$ cat src/logic/spapm_defs.svh
// Purpose: Constants for the port A pin multiplexer
// Assumes: Included by bare name
// Notes: Register offsets are byte addresses on the plain register port
`ifndef SPAPM_DEFS_SVH
`define SPAPM_DEFS_SVH
`define SPAPM_ADDR_W 4
`define SPAPM_DATA_W 16
`define SPAPM_PA_W 16
`define SPAPM_OFF_PACNT 4'h0
`define SPAPM_OFF_PADDR 4'h2
`define SPAPM_OFF_PADAT 4'h4
`define SPAPM_OFF_CPMODE 4'h6
`define SPAPM_OFF_CLKCFG2 4'h8
`define SPAPM_OFF_CLKCFG3 4'ha
`define SPAPM_OFF_MODE 4'hc
`define SPAPM_RST_16 16'h0000
`define SPAPM_BIT_EN 0
`define SPAPM_BIT_INV 1
`define SPAPM_BIT_TCS 13
`define SPAPM_BIT_RCS 12
`define SPAPM_BIT_CH2MUX 0
`define SPAPM_BIT_CH3MUX 1
`define SPAPM_BIT_SCPCLK_GEN 2
`define SPAPM_PA_RCLK2 2
`define SPAPM_PA_TXCLK2 3
`define SPAPM_PA_RATE2 7
`define SPAPM_PA_RCLK3 10
`define SPAPM_PA_TXCLK3 11
`define SPAPM_PA_BIT12 12
`define SPAPM_PA_DMA0 13
`define SPAPM_DMA_N 3
`endif

$ cat src/logic/spapm_pkg.sv
// Purpose: Types for the port A pin multiplexer
// Assumes: spapm_defs.svh is on the include path
// Notes: Only types live here
`default_nettype none
`include "spapm_defs.svh"
package spapm_pkg;
   typedef struct packed
   {
      logic [`SPAPM_PA_W-1:0] i;
      logic [`SPAPM_PA_W-1:0] o;
      logic [`SPAPM_PA_W-1:0] oe_n;
   } spapm_pins_t;
   typedef struct packed
   {
      logic cts;
      logic rts;
      logic cd;
   } spapm_modem_t;
endpackage
`default_nettype wire

$ cat src/logic/spapm_top.sv
// Purpose: Port A pin multiplexer for channel three, control port and DMA handshake
// Assumes: 25 MHz clk; pins arrive asynchronously and are synchronised
// Notes: Output enables are active low on the pins
// Operation
// - Control port enable hands three modem lines to control port, else channel three.
// - Each port A pin individually selects general I/O or dedicated function.
// - Channel three multiplexed mode drives its rate generator onto its transmit clock pin.
// - Channel two multiplexed drives tx clock pin; direct mode drives dedicated output.
// - Pin twelve is data bit twelve or channel three rate clock in direct mode.
// - Direct mode may also drive rate outputs on receive and transmit clock pins.
// - Control port rx shares clear-to-send pin, tx shares request-to-send pin.
// - Shared clock pin outputs control port clock or is carrier detect input.
// - Each DMA handshake pin may be general I/O while DMA keeps running.
// - Memory-to-memory DMA lets all three handshake pins be general I/O.
// - Clock invert zero shifts transmit on rising, samples receive on falling.
// - Clock invert one shifts transmit on falling, samples receive on rising.
//
// The address map and the plain strobed port were left to the implementer.
`default_nettype none
`include "spapm_defs.svh"
module spapm_top
   import spapm_pkg::*;
(
   input wire logic clk,
   input wire logic rst_n,
   input wire logic [`SPAPM_ADDR_W-1:0] reg_addr,
   input wire logic [`SPAPM_DATA_W-1:0] reg_wdata,
   input wire logic reg_wr,
   input wire logic reg_rd,
   output logic [`SPAPM_DATA_W-1:0] reg_rdata,
   input wire logic [`SPAPM_PA_W-1:0] pa_in,
   output spapm_pins_t pa_pins,
   input wire logic ch3_modem_rxd_pin,
   output logic ch3_modem_txd_pin,
   input wire logic shared_clk_in,
   output logic shared_clk_out,
   output logic shared_clk_oe_n,
   input wire logic [`SPAPM_PA_W-1:0] ded_out,
   input wire logic [`SPAPM_PA_W-1:0] ded_oe,
   output logic [`SPAPM_PA_W-1:0] ded_in,
   input wire logic ch2_rate_gen_out,
   input wire logic ch3_rate_gen_out,
   output logic ch2_rate_gen_pin,
   input wire logic ch3_rts,
   output spapm_modem_t ch3_modem,
   input wire logic control_port_tx_data,
   output logic control_port_rx_data,
   input wire logic control_port_clock,
   output logic cp_tx_shift_en,
   output logic cp_rx_sample_en,
   output logic cp_clock_invert,
   output logic control_port_en
);
   logic [`SPAPM_DATA_W-1:0] pa_func_q;
   logic [`SPAPM_DATA_W-1:0] pa_dir_q;
   logic [`SPAPM_DATA_W-1:0] pa_dat_q;
   logic [`SPAPM_DATA_W-1:0] control_port_mode_reg_q;
   logic [`SPAPM_DATA_W-1:0] ch2_clock_config_q;
   logic [`SPAPM_DATA_W-1:0] ch3_clock_config_q;
   logic [`SPAPM_DATA_W-1:0] mux_mode_q;
   logic [`SPAPM_DATA_W-1:0] reg_rdata_q;
   logic [`SPAPM_PA_W:0] sync_q;
   logic [`SPAPM_PA_W-1:0] pa_s;
   logic cd_s;
   logic cp_clk_q;
   logic [`SPAPM_PA_W-1:0] pin_o;
   logic [`SPAPM_PA_W-1:0] pin_oe_n;
   logic ch2_mux;
   logic ch3_mux;
   logic cp_en;
   logic clk_inv;

   function automatic logic addr_hit(input logic [`SPAPM_ADDR_W-1:0] a, input logic [`SPAPM_ADDR_W-1:0] off);
      addr_hit = (a == off);
   endfunction

   spapm_sync u_sync
   (
      .clk(clk),
      .rst_n(rst_n),
      .d({shared_clk_in, pa_in}),
      .q(sync_q)
   );
   assign pa_s = sync_q[`SPAPM_PA_W-1:0];
   assign cd_s = sync_q[`SPAPM_PA_W];

   assign cp_en = control_port_mode_reg_q[`SPAPM_BIT_EN];
   assign clk_inv = control_port_mode_reg_q[`SPAPM_BIT_INV];
   assign ch2_mux = mux_mode_q[`SPAPM_BIT_CH2MUX];
   assign ch3_mux = mux_mode_q[`SPAPM_BIT_CH3MUX];

   // Pin function select: 1 = dedicated function
   always_ff @(posedge clk or negedge rst_n)
   begin
      if (!rst_n)
         pa_func_q <= `SPAPM_RST_16;
      else if (reg_wr && addr_hit(reg_addr, `SPAPM_OFF_PACNT))
         pa_func_q <= reg_wdata;
   end

   always_ff @(posedge clk or negedge rst_n)
   begin
      if (!rst_n)
         pa_dir_q <= `SPAPM_RST_16;
      else if (reg_wr && addr_hit(reg_addr, `SPAPM_OFF_PADDR))
         pa_dir_q <= reg_wdata;
   end

   always_ff @(posedge clk or negedge rst_n)
   begin
      if (!rst_n)
         pa_dat_q <= `SPAPM_RST_16;
      else if (reg_wr && addr_hit(reg_addr, `SPAPM_OFF_PADAT))
         pa_dat_q <= reg_wdata;
   end

   always_ff @(posedge clk or negedge rst_n)
   begin
      if (!rst_n)
         control_port_mode_reg_q <= `SPAPM_RST_16;
      else if (reg_wr && addr_hit(reg_addr, `SPAPM_OFF_CPMODE))
         control_port_mode_reg_q <= reg_wdata;
   end

   always_ff @(posedge clk or negedge rst_n)
   begin
      if (!rst_n)
         ch2_clock_config_q <= `SPAPM_RST_16;
      else if (reg_wr && addr_hit(reg_addr, `SPAPM_OFF_CLKCFG2))
         ch2_clock_config_q <= reg_wdata;
   end

   always_ff @(posedge clk or negedge rst_n)
   begin
      if (!rst_n)
         ch3_clock_config_q <= `SPAPM_RST_16;
      else if (reg_wr && addr_hit(reg_addr, `SPAPM_OFF_CLKCFG3))
         ch3_clock_config_q <= reg_wdata;
   end

   always_ff @(posedge clk or negedge rst_n)
   begin
      if (!rst_n)
         mux_mode_q <= `SPAPM_RST_16;
      else if (reg_wr && addr_hit(reg_addr, `SPAPM_OFF_MODE))
         mux_mode_q <= reg_wdata;
   end

   // Data reads return pin level on inputs, latch on outputs
   always_ff @(posedge clk or negedge rst_n)
   begin
      if (!rst_n)
         reg_rdata_q <= `SPAPM_RST_16;
      else if (reg_rd)
      begin
         unique case (reg_addr)
            `SPAPM_OFF_PACNT: reg_rdata_q <= pa_func_q;
            `SPAPM_OFF_PADDR: reg_rdata_q <= pa_dir_q;
            `SPAPM_OFF_PADAT: reg_rdata_q <= (pa_dat_q & pa_dir_q) | (pa_s & ~pa_dir_q);
            `SPAPM_OFF_CPMODE: reg_rdata_q <= control_port_mode_reg_q;
            `SPAPM_OFF_CLKCFG2: reg_rdata_q <= ch2_clock_config_q;
            `SPAPM_OFF_CLKCFG3: reg_rdata_q <= ch3_clock_config_q;
            `SPAPM_OFF_MODE: reg_rdata_q <= mux_mode_q;
            default: reg_rdata_q <= `SPAPM_RST_16;
         endcase
      end
      else
         reg_rdata_q <= `SPAPM_RST_16;
   end
   assign reg_rdata = reg_rdata_q;

   // Per-pin output mux; rate clocks override the dedicated source
   always_comb
   begin
      pin_o = '0;
      pin_oe_n = '1;
      for (int i = 0; i < `SPAPM_PA_W; i++)
      begin
         if (pa_func_q[i])
         begin
            pin_o[i] = ded_out[i];
            pin_oe_n[i] = ~ded_oe[i];
         end
         else
         begin
            pin_o[i] = pa_dat_q[i];
            pin_oe_n[i] = ~pa_dir_q[i];
         end
      end
      if (pa_func_q[`SPAPM_PA_TXCLK2] && ch2_mux)
      begin
         pin_o[`SPAPM_PA_TXCLK2] = ch2_rate_gen_out;
         pin_oe_n[`SPAPM_PA_TXCLK2] = 1'h0;
      end
      if (pa_func_q[`SPAPM_PA_TXCLK3] && ch3_mux)
      begin
         pin_o[`SPAPM_PA_TXCLK3] = ch3_rate_gen_out;
         pin_oe_n[`SPAPM_PA_TXCLK3] = 1'h0;
      end
      if (!ch2_mux && pa_func_q[`SPAPM_PA_TXCLK2] && !ch2_clock_config_q[`SPAPM_BIT_TCS])
      begin
         pin_o[`SPAPM_PA_TXCLK2] = ch2_rate_gen_out;
         pin_oe_n[`SPAPM_PA_TXCLK2] = 1'h0;
      end
      if (!ch2_mux && pa_func_q[`SPAPM_PA_RCLK2] && !ch2_clock_config_q[`SPAPM_BIT_RCS])
      begin
         pin_o[`SPAPM_PA_RCLK2] = ch2_rate_gen_out;
         pin_oe_n[`SPAPM_PA_RCLK2] = 1'h0;
      end
      if (!ch3_mux && pa_func_q[`SPAPM_PA_TXCLK3] && !ch3_clock_config_q[`SPAPM_BIT_TCS])
      begin
         pin_o[`SPAPM_PA_TXCLK3] = ch3_rate_gen_out;
         pin_oe_n[`SPAPM_PA_TXCLK3] = 1'h0;
      end
      if (!ch3_mux && pa_func_q[`SPAPM_PA_RCLK3] && !ch3_clock_config_q[`SPAPM_BIT_RCS])
      begin
         pin_o[`SPAPM_PA_RCLK3] = ch3_rate_gen_out;
         pin_oe_n[`SPAPM_PA_RCLK3] = 1'h0;
      end
      if (pa_func_q[`SPAPM_PA_RATE2] && !ch2_mux)
      begin
         pin_o[`SPAPM_PA_RATE2] = ch2_rate_gen_out;
         pin_oe_n[`SPAPM_PA_RATE2] = 1'h0;
      end
      // Pin twelve clock only in direct mode; multiplexed mode falls back to port data
      if (pa_func_q[`SPAPM_PA_BIT12])
      begin
         pin_o[`SPAPM_PA_BIT12] = ch3_mux ? pa_dat_q[`SPAPM_PA_BIT12] : ch3_rate_gen_out;
         pin_oe_n[`SPAPM_PA_BIT12] = ch3_mux ? ~pa_dir_q[`SPAPM_PA_BIT12] : 1'h0;
      end
   end

   assign pa_pins.i = pa_s;
   assign pa_pins.o = pin_o;
   assign pa_pins.oe_n = pin_oe_n;
   // DMA pins in general mode just read the port; the DMA engine sees idle inputs
   assign ded_in = pa_s & pa_func_q;
   assign ch2_rate_gen_pin = ch2_mux ? 1'b0 : ch2_rate_gen_out;

   // Modem lines: control port owns them when enabled
   logic rxd_s_meta_q;
   logic rxd_s_q;
   always_ff @(posedge clk or negedge rst_n)
   begin
      if (!rst_n)
      begin
         rxd_s_meta_q <= 1'b0;
         rxd_s_q <= 1'b0;
      end
      else
      begin
         rxd_s_meta_q <= ch3_modem_rxd_pin;
         rxd_s_q <= rxd_s_meta_q;
      end
   end

   assign control_port_rx_data = cp_en ? rxd_s_q : 1'b0;
   assign ch3_modem.cts = cp_en ? 1'b0 : rxd_s_q;
   assign ch3_modem.rts = cp_en ? control_port_tx_data : ch3_rts;
   assign ch3_modem.cd = cp_en ? 1'b0 : cd_s;
   assign ch3_modem_txd_pin = cp_en ? control_port_tx_data : ch3_rts;
   assign shared_clk_out = cp_en ? control_port_clock : 1'b0;
   assign shared_clk_oe_n = ~cp_en;

   // Edge strobes for the control port shifter, chosen by clock invert
   always_ff @(posedge clk or negedge rst_n)
   begin
      if (!rst_n)
         cp_clk_q <= 1'b0;
      else
         cp_clk_q <= control_port_clock;
   end
   logic rise;
   logic fall;
   assign rise = control_port_clock & ~cp_clk_q;
   assign fall = ~control_port_clock & cp_clk_q;
   assign cp_tx_shift_en = cp_en & (clk_inv ? fall : rise);
   assign cp_rx_sample_en = cp_en & (clk_inv ? rise : fall);
   assign cp_clock_invert = clk_inv;
   assign control_port_en = cp_en;
endmodule
`default_nettype wire

$ cat src/logic/spapm_sync.sv
// Purpose: Two-flop synchroniser bank for pin inputs
// Assumes: Single clock domain
// Notes: First stage is read only by the second
`default_nettype none
`include "spapm_defs.svh"
module spapm_sync
(
   input wire logic clk,
   input wire logic rst_n,
   input wire logic [`SPAPM_PA_W:0] d,
   output logic [`SPAPM_PA_W:0] q
);
   logic [`SPAPM_PA_W:0] meta_q;
   always_ff @(posedge clk or negedge rst_n)
   begin
      if (!rst_n)
      begin
         meta_q <= '0;
         q <= '0;
      end
      else
      begin
         meta_q <= d;
         q <= meta_q;
      end
   end
endmodule
`default_nettype wire

$ cat config.mk
export PLATFORM = sky130hd
export DESIGN_NAME = spapm_top
export DESIGN_NICKNAME = d
export VERILOG_FILES = /design/src/logic/spapm_pkg.sv /design/src/logic/spapm_top.sv /design/src/logic/spapm_sync.sv
export VERILOG_INCLUDE_DIRS = /design/src /design/src/logic
export SDC_FILE = /design/constraint.sdc
export NUM_CORES = 1
export LEC_CHECK = 0
export BUFFER_PORTS_ARGS = -buffer_cell sky130_fd_sc_hd__buf_2
export CORE_MARGIN = 3
export CORE_UTILIZATION = 45
export CTS_BUF_LIST = sky130_fd_sc_hd__clkbuf_8
export DETAILED_ROUTE_END_ITERATION = 10
export GPL_ROUTABILITY_DRIVEN = 0
export PLACE_DENSITY = 0.68
export SYNTH_ARGS = -nofsm -noshare
export SYNTH_HDL_FRONTEND = slang
export SYNTH_SLANG_ARGS = --single-unit
$ cat constraint.sdc
create_clock -name clk -period 1.99 [get_ports clk]
set_clock_uncertainty 0.05 [all_clocks]
set_input_delay 0.2985 -clock clk [delete_from_list [all_inputs] [get_ports clk]]
set_output_delay 0.2985 -clock clk [all_outputs]
set_load 0.05 [all_outputs]
==> impl_metrics.env, run 1 <==
export IMPL_status="finished, final reports clean"
export IMPL_synth_distinct_cells=40
export IMPL_post_dp_hpwl_mm=14.2
export IMPL_ir_worst_vdd_v=0.000623
export IMPL_path_cells="buf_6, nor2b_4, mux2_4, buf_8"
export IMPL_dieWidth_um=135
export IMPL_antenna_found_initial=0
export IMPL_slew_viol_final=0
export IMPL_max_stage_delay_ps=440
export IMPL_synth_area_per_cell_um2=13.5
export IMPL_drc_errors=0
export IMPL_max_cap_violations=0
export IMPL_postRouteWirelength_mm=20.5
export IMPL_clk_insertion_delay_late_ps=440
export IMPL_nFillCells=1342
export IMPL_grt_pass1_wl_mm=31.8
export IMPL_io_buffer_count=168
export IMPL_hold_class="in2reg"
export IMPL_dr_pass1_iters=4
export IMPL_grt_use_total_pct=22.7
export IMPL_start_kind="flop"
export IMPL_rsz0062_at_grt="true"
export IMPL_antennaDiodeCount=0
export IMPL_chipHeight_um=135
export IMPL_cts_tree="yes"
export IMPL_min_period_ps=1980
export IMPL_synth_top_family_by_area="multiplexers"
export IMPL_wl_met2_mm=10.0
export IMPL_htree_num_levels=4
export IMPL_clk_path_buf_depth=2
export IMPL_grt_pass1_vias=5768
export IMPL_num_rows=46
export IMPL_hold_viol_final=0
export IMPL_cp_max_fo=3
export IMPL_setup_viol=0
export IMPL_synth_edf_count=0
export IMPL_fin_crit_sh_pct=99.4
export IMPL_wl_per_cell_um=20.8
export IMPL_areaGrowthSynthToFinish_pct=25.0
export IMPL_relSlewSlack_pct=57.4
export IMPL_io_pin_count=171
export IMPL_setup_tns_ps=0
export IMPL_p_per_area_nw_per_um2=1060
export IMPL_post_place_cells=927
export IMPL_crit_family="flip-flops"
export IMPL_initial_core_util_pct=46.6
export IMPL_synth_top_area_share_pct=54.9
export IMPL_drt_iter0_markers=376
export IMPL_design_die_area_um2=18300
export IMPL_required_ps=1640
export IMPL_critPathKind="reg2out"
export IMPL_reg_largest_list="u_sync.meta_q: 17 flops, u_sync.q: 17 flops"
export IMPL_synthArstFlopShare_pct=100
export IMPL_ys_ff_latch=165
export IMPL_synth_most_common_cell="dfrtp_1"
export IMPL_worst_slack_ps=12.6
export IMPL_syn_inst=555
export IMPL_wl_met1_mm=8.80
export IMPL_core_um2=16100
export IMPL_synth_commonest_cells="dfrtp_1 (165), mux2_2 (100), a22oi_1 (25)"
export IMPL_worst_slew_pin_slew_ps=640
export IMPL_dr_wl_met3_mm=1.30
export IMPL_synth_warning_count=0
export IMPL_cp_slowest_cell="dfrtp_2"
export IMPL_grt_max_degree=55
export IMPL_power_static_leakage_nw=4.44
export IMPL_dp_slack_ps=112
export IMPL_num_vias=5344
export IMPL_post_route_util_pct=58.3
export IMPL_syn_cell_area_um2=7520
export IMPL_clock_sinks=165
export IMPL_synth_largest_area_cell="dfrtp_1"
export IMPL_fmax_mhz=506
export IMPL_synth_compound_area_share_pct=8.82
export IMPL_drive_above_1_share_pct=50.5
export IMPL_cp_arrival_ps=1630
export IMPL_numCtsBuffers=17
export IMPL_yosys_area_share_simple_pct=8.11
export IMPL_nets=834
export IMPL_synthAdderAreaFrac_pct=0
export IMPL_end_kind="output pin"
export IMPL_path_buf_inv=2
export IMPL_viasPerCell=5.43
export IMPL_root_buffer="clkbuf_8"
export IMPL_highest_layer="met4"
export IMPL_synth_ff_type="dfrtp_1"
export IMPL_synth_top_cells_by_area="dfrtp_1 (55%), mux2_2 (15%), mux2_4 (4.0%)"
export IMPL_synth_mux_area_share_pct=23.8
export IMPL_ys_seq_area_share_pct=54.9
export IMPL_overflow=0
export IMPL_instances_no_fill=984
export IMPL_drtAntennaViolNets=0
export IMPL_clkTransAtPathRegs_ps=80
export IMPL_synth_net_count=634
export IMPL_synth_xor_area_share_pct=0
==> cell type report <==
type                       count  area [um2]  area share, %
clock buffer                  20         275           2.93
inverter                       1        3.75         0.0400
multi-input combinational    343        3140           33.4
tap                          216         270           2.88
sequential                   165        4130           44.0
clock inverter                12         136           1.45
timing repair buffer         227        1430           15.3
==> worst paths after layout <==
check | from | to | slack (ps) | cells after the start
worst max register to register | mux_mode_q[1] | reg_rdata[1] | 550 | 5
worst min register to register | u_sync.meta_q[3] | u_sync.q[3] | 300 | 0
max in group asynchronous | rst_n | control_port_mode_reg_q[1] | 980 | 3
worst max-delay path | mux_mode_q[1] | pa_pins[28] | 10 | 4
min in group asynchronous | rst_n | pa_dir_q[2] | 260 | 2
worst min-delay path | reg_wdata[10] | mux_mode_q[10] | 120 | 2
==> layer usage <==
layer	vias up	track usage, %
li1	2403	-
met1	2733	30.8
met2	182	36.1
met3	26	5.57
met4	0	7.56
met5	-	0
==> power by group <==
| part | switching [W] | total (W) | internal, W |
|---|---|---|---|
| combinational | 0.00183 | 0.00306 | 0.00123 |
| clock | 0.00117 | 0.00249 | 0.00132 |
| sequential | 0.000514 | 0.00445 | 0.00393 |
==> repair_timing <==
| item | CTS | global route |
|---|---|---|
| setup endpoints to repair | 9 | 10 |
| hold buffers | 20 | 0 |
| pin swaps | 3 | 5 |
| gates resized for setup | 26 | 9 |
| hold endpoints to repair | 53 | 0 |
| buffers inserted | 3 | 2 |
==> cell families after synthesis <==
logic type,after synthesis
multiplexers,153
AO/OA/AOI/OAI,94
flip-flops,165
buffers and inverters,47
AND/OR/NAND/NOR,96
==> worst register-to-register path, cell delays in order, from the launching register on <==
cell	delay [ps]
dfrtp_2	440
buf_6	150
buf_4	130
mux2_2	260
a22oi_1	180
a31oi_1	110
==> cells in the final DEF, fill, tap and decap left out, types with 2 or more instances in the layout <==
| cell | count |
|---|---|
| a21o_1 | 7 |
| a21oi_1 | 13 |
| a21oi_2 | 5 |
| a22o_1 | 7 |
| a22oi_1 | 25 |
| a31oi_1 | 14 |
| a32oi_1 | 7 |
| and2_1 | 20 |
| buf_12 | 4 |
| buf_2 | 157 |
| buf_4 | 40 |
| buf_6 | 4 |
| bufinv_16 | 3 |
| clkbuf_8 | 20 |
| clkinv_2 | 4 |
| clkinvlp_4 | 2 |
| dfrtp_1 | 162 |
| dfrtp_2 | 3 |
| dlygate4sd3_1 | 20 |
| inv_1 | 4 |
| mux2_1 | 18 |
| mux2_2 | 99 |
| mux2_4 | 21 |
| mux2i_1 | 13 |
| nand2_1 | 15 |
| nand3_2 | 3 |
| nand3b_1 | 18 |
| nor2_1 | 9 |
| nor2_2 | 4 |
| nor2_4 | 2 |
| nor2b_1 | 7 |
| nor2b_2 | 3 |
| nor2b_4 | 4 |
| o21ai_0 | 4 |
| o22a_1 | 9 |
| o2bb2ai_1 | 2 |
| or3b_4 | 2 |
==> stage by stage <==
step                cell area [um2]  hold slack [ps]  power (W)
floorplan                      7530            -47.1    0.00658
finish                         9390              116     0.0100
CTS                            9350             85.8     0.0100
global route                   9390             90.4     0.0104
global placement               8640              176    0.00727
detailed placement             8640              182    0.00739
Note: power is estimated with default switching activity, not from simulation.
==> run 2, diff against run 1 <==
--- a/config.mk
+++ b/config.mk
@@ -8,11 +8,11 @@
 export LEC_CHECK = 0
 export BUFFER_PORTS_ARGS = -buffer_cell sky130_fd_sc_hd__buf_2
 export CORE_MARGIN = 3
-export CORE_UTILIZATION = 45
+export CORE_UTILIZATION = 35
 export CTS_BUF_LIST = sky130_fd_sc_hd__clkbuf_8
+export CTS_CLUSTER_SIZE = 24
 export DETAILED_ROUTE_END_ITERATION = 10
 export GPL_ROUTABILITY_DRIVEN = 0
-export PLACE_DENSITY = 0.68
 export SYNTH_ARGS = -nofsm -noshare
 export SYNTH_HDL_FRONTEND = slang
 export SYNTH_SLANG_ARGS = --single-unit
==> impl_metrics.env, run 2 (synthesized netlist as in run 1, its figures left out) <==
export IMPL_grt_use_met3_pct=3.66
export IMPL_fin_crit_sh_pct=99.3
export IMPL_viasPerCell=5.23
export IMPL_antenna_found_initial=0
export IMPL_fmax_mhz=506
export IMPL_grt_max_degree=58
export IMPL_numCtsBuffers=17
export IMPL_most_common_layout_cells="dfrtp_1 (160), buf_2 (159), mux2_2 (99)"
export IMPL_drt_iter0_markers=407
export IMPL_setup_tns_ps=0
export IMPL_overflow=0
export IMPL_cp_max_fo=4
export IMPL_drtAntennaViolNets=0
export IMPL_path_cells="or3b_4, a21oi_2, buf_6"
export IMPL_num_vias=5450
export IMPL_fin_hold_ws_ps=106
export IMPL_drive_above_1_share_pct=50.9
export IMPL_multiInputGateArea_um2=3130
export IMPL_clkTransAtPathRegs_ps=100
export IMPL_io_buffer_count=168
export IMPL_worst_slew_pin_slew_ps=711
export IMPL_root_buffer="clkbuf_8"
export IMPL_clk_path_buf_depth=2
export IMPL_reg_largest_list="u_sync.meta_q: 17 flops, u_sync.q: 17 flops"
export IMPL_wl_per_cell_um=20.7
export IMPL_power_static_leakage_nw=4.44
export IMPL_relSlewSlack_pct=52.6
export IMPL_seqCellArea_um2=4140
export IMPL_grt_pass1_vias=5790
export IMPL_grt_pass1_wl_mm=33.6
export IMPL_p_total_w=0.0101
export IMPL_max_cap_violations=0
export IMPL_dieWidth_um=153
export IMPL_areaGrowthSynthToFinish_pct=25.9
export IMPL_chipHeight_um=153
export IMPL_nFillCells=1925
export IMPL_htree_num_levels=4
export IMPL_hold_class="in2reg"
export IMPL_core_um2=20700
export IMPL_clock_sinks=165
export IMPL_grt_use_total_pct=18.5
export IMPL_io_pin_count=171
export IMPL_status="finished, final reports clean"
export IMPL_hold_viol_final=0
export IMPL_dr_pass1_iters=6
export IMPL_cts_tree="yes"
export IMPL_cp_slowest_cell="dfrtp_2"
export IMPL_max_stage_delay_ps=450
export IMPL_postRouteWirelength_mm=21.5
export IMPL_initial_core_util_pct=36.3
export IMPL_rsz0062_at_grt="true"
export IMPL_min_period_ps=1980
export IMPL_met2_usage_pct=29.6
export IMPL_clk_insertion_delay_late_ps=460
export IMPL_slew_viol_final=0
export IMPL_grt_use_met1_pct=25.5
export IMPL_nets=838
export IMPL_required_ps=1640
export IMPL_setup_viol=0
export IMPL_antennaDiodeCount=0
export IMPL_critPathKind="reg2out"
export IMPL_end_kind="output pin"
export IMPL_layout_commonest_cell="dfrtp_1"
export IMPL_num_rows=52
export IMPL_p_per_area_nw_per_um2=1070
export IMPL_drc_errors=0
export IMPL_ir_worst_vdd_v=0.000591
export IMPL_busiest_layer="met2"
export IMPL_design_die_area_um2=23300
export IMPL_start_kind="flop"
export IMPL_cp_arrival_ps=1630
export IMPL_post_dp_hpwl_mm=15.1
## run 2: per-layer routing
layer / vias to the layer above / wire length [um]
met5: - / 0
met4: 0 / 485
met3: 33 / 1200
met2: 201 / 10400
met1: 2790 / 9450
li1: 2426 / -
## run 2: final cells by class
class                   count  area share (%)
flip-flops and latches    165            43.7
multi-input cells         343            33.1
repair buffers            231            15.1
well taps                 270            3.57
clock buffers              19            2.76
clock inverters            13            1.76
inverters                   1          0.0397
## run 2: worst paths after layout
check	startpoint	endpoint	slack [ps]	cells after the start
max in group asynchronous	rst_n	ch2_clock_config_q[13]	900	3
hold / removal	reg_wdata[1]	ch3_clock_config_q[1]	110	2
min in group asynchronous	rst_n	u_sync.q[2]	320	2
setup / recovery	control_port_mode_reg_q[1]	cp_tx_shift_en	10	3
hold reg to reg	u_sync.meta_q[8]	u_sync.q[8]	300	0
setup reg to reg	mux_mode_q[1]	reg_rdata[1]	620	4
## run 2: where the power goes
| part | internal, W | total (W) | switching [W] | leakage (nW) |
|---|---|---|---|---|
| logic | 0.00120 | 0.00302 | 0.00182 | 2.20 |
| registers | 0.00393 | 0.00446 | 0.000522 | 2.02 |
| clock network | 0.00133 | 0.00262 | 0.00130 | 0.216 |
| total | 0.00646 | 0.0101 | 0.00364 | 4.44 |
## run 2: critical path: cells and delay by family, from the launching register on
| kind | cells | cell delay [ps] |
|---|---|---|
| buffers and inverters | 1 | 180 |
| AO/OA/AOI/OAI | 1 | 160 |
| AND/OR/NAND/NOR | 1 | 380 |
| flip-flops | 1 | 450 |
## run 2: repair_timing
action                                  4_1_cts  5_1_grt
gates resized for setup                      18       12
hold buffers                                 20        0
gates cloned                                  0        0
endpoints found under the setup margin       11       11
hold endpoints to repair                     70        0
buffers inserted                              4        1
pin swaps                                     4        2
## run 2: through the flow
step	std cells	worst slack, ps	util, %	area [um2]
final	1042	14.8	45.7	9460
after CTS	1041	-9.95	45.5	9410
after global routing	1042	-36.1	45.7	9460
after detailed placement	985	139	42.1	8710
after floorplan	555	-34.6	-	7530
after global placement	985	187	42.1	8710
==> run 3, diff against run 2 <==
--- a/config.mk
+++ b/config.mk
@@ -9,7 +9,6 @@
 export BUFFER_PORTS_ARGS = -buffer_cell sky130_fd_sc_hd__buf_2
 export CORE_MARGIN = 3
 export CORE_UTILIZATION = 35
-export CTS_BUF_LIST = sky130_fd_sc_hd__clkbuf_8
 export CTS_CLUSTER_SIZE = 24
 export DETAILED_ROUTE_END_ITERATION = 10
 export GPL_ROUTABILITY_DRIVEN = 0
==> impl_metrics.env, run 3 (synthesized netlist as in run 1, its figures left out) <==
export IMPL_path_cells="nor2b_2, mux2_2, buf_4"
export IMPL_critical_path_depth=3
export IMPL_r2r_cells=4
export IMPL_dieWidth_um=153
export IMPL_reg_largest_list="u_sync.meta_q: 17 flops, u_sync.q: 17 flops"
export IMPL_cts_tree="yes"
export IMPL_drive_above_1_share_pct=50.6
export IMPL_crit_family="flip-flops"
export IMPL_io_pin_count=171
export IMPL_htree_num_levels=4
export IMPL_path_buf_inv=1
export IMPL_pwr_share_clk_pct=31.7
export IMPL_drc_errors=0
export IMPL_max_cap_violations=0
export IMPL_min_period_ps=1950
export IMPL_relSlewSlack_pct=54.2
export IMPL_hold_viol_final=0
export IMPL_cp_slowest_cell="dfrtp_2"
export IMPL_switching_share_pct=34.1
export IMPL_chipHeight_um=153
export IMPL_numCtsBuffers=17
export IMPL_comb_power_share_pct=27.5
export IMPL_grt_max_degree=58
export IMPL_p_int_w=0.00719
export IMPL_rsz0062_at_grt="true"
export IMPL_setup_tns_ps=0
export IMPL_power_static_leakage_nw=4.51
export IMPL_fmax_mhz=512
export IMPL_hold_class="in2reg"
export IMPL_most_common_layout_cells="dfrtp_1 (162), buf_2 (160), mux2_2 (100)"
export IMPL_slew_viol_final=0
export IMPL_wl_per_cell_um=20.7
export IMPL_clk_path_buf_depth=2
export IMPL_design_die_area_um2=23300
export IMPL_initial_core_util_pct=36.3
export IMPL_instances_no_fill=1042
export IMPL_worst_slew_pin_slew_ps=688
export IMPL_switching_power_w=0.00372
export IMPL_nets=838
export IMPL_p_per_area_nw_per_um2=1130
export IMPL_fin_hold_ws_ps=148
export IMPL_grt_use_total_pct=18.7
export IMPL_placed_cell_area_um2=8710
export IMPL_post_place_cells=985
export IMPL_clkTransAtPathRegs_ps=60
export IMPL_fin_area_um2=9630
export IMPL_core_um2=20700
export IMPL_max_stage_delay_ps=480
export IMPL_postRouteWirelength_mm=21.6
export IMPL_root_buffer="clkbuf_16"
export IMPL_setup_viol=0
export IMPL_num_rows=52
export IMPL_ir_worst_vdd_v=0.000570
export IMPL_layout_commonest_cell="dfrtp_1"
export IMPL_grt_pass1_wl_mm=34.0
export IMPL_antennaDiodeCount=0
export IMPL_required_ps=1640
export IMPL_cp_arrival_ps=1600
export IMPL_cp_max_fo=5
export IMPL_end_kind="output pin"
export IMPL_p_total_w=0.0109
export IMPL_post_dp_hpwl_mm=15.1
export IMPL_status="finished, final reports clean"
export IMPL_start_kind="flop"
export IMPL_fin_crit_sh_pct=98.1
export IMPL_drt_iter0_markers=365
export IMPL_critPathKind="reg2out"
export IMPL_dr_pass1_iters=5
export IMPL_antenna_found_initial=0
export IMPL_grt_pass1_vias=5830
export IMPL_io_buffer_count=168
export IMPL_overflow=0
export IMPL_viasPerCell=5.26
export IMPL_num_vias=5484
export IMPL_clk_insertion_delay_late_ps=420
export IMPL_areaGrowthSynthToFinish_pct=28.1
export IMPL_seq_power_share_pct=40.8
export IMPL_drtAntennaViolNets=0
export IMPL_clock_sinks=165
export IMPL_holdPathStages=2
## run 3: cell types whose count changed in the layout (fill, tap and decap cells not counted), moves of 2 or more
cell and change:
buf_4 -2, clkbuf_16 +17, clkbuf_4 +2, clkbuf_8 -17, dfrtp_1 +2, dfrtp_2 -2, nor2_2 +2, nor2_4 -2
## run 3: metrics by stage
step / setup slack, ps / utilization, %
2_1_floorplan: -34.6 / -
3_3_place_gp: 187 / 42.1
3_5_place_dp: 139 / 42.1
4_1_cts: 9.68 / 46.3
5_1_grt: -5.56 / 46.5
6_report: 38.7 / 46.5
## run 3: cell type report
cell class              instances  area, um2
clock buffers                  20        457
clock inverters                12        163
multi-input cells             343       3110
inverters                       1       3.75
well taps                     270        338
fillers                      1901      11100
flip-flops and latches        165       4130
repair buffers                231       1420
## run 3: power groups by stage
stage / clock network, W / logic (W) / registers (W)
2_1_floorplan: 0 / 0.00220 / 0.00438
3_3_place_gp: 0 / 0.00284 / 0.00446
3_5_place_dp: 0 / 0.00290 / 0.00450
4_1_cts: 0.00351 / 0.00298 / 0.00445
5_1_grt: 0.00370 / 0.00317 / 0.00454
6_report: 0.00346 / 0.00300 / 0.00445
## run 3: worst paths after layout
path / from / to / slack (ps)
max in group asynchronous: rst_n / ch2_clock_config_q[12] / 860
setup reg to reg: mux_mode_q[0] / reg_rdata[0] / 700
hold reg to reg: u_sync.meta_q[8] / u_sync.q[8] / 300
min in group asynchronous: rst_n / u_sync.q[2] / 360
hold / removal: reg_wdata[11] / mux_mode_q[11] / 150
setup / recovery: mux_mode_q[1] / pa_pins[28] / 40
## run 3: worst register-to-register path, stage by stage, from the launching register on
cell	delay [ps]
dfrtp_2	470
buf_4	160
mux2_2	250
a22oi_1	140
a31oi_1	100
## run 3: timing repair
| action | in CTS | in global routing |
|---|---|---|
| endpoints found under the setup margin | 10 | 8 |
| buffers inserted | 1 | 4 |
| gates resized for setup | 15 | 6 |
| pin swaps | 2 | 3 |
| hold buffers | 20 | 0 |
| endpoints found under the hold margin | 70 | 0 |
## run 3: layer usage
layer | part of all wire (%) | wire, um | up-vias | GRT usage, %
met3 | 5.5 | 1200 | 30 | 3.86
met4 | 1.7 | 364 | 0 | 5.60
met5 | 0 | 0 | - | 0
met1 | 44 | 9410 | 2830 | 25.7
met2 | 49 | 10600 | 198 | 30.1
li1 | - | - | 2426 | -
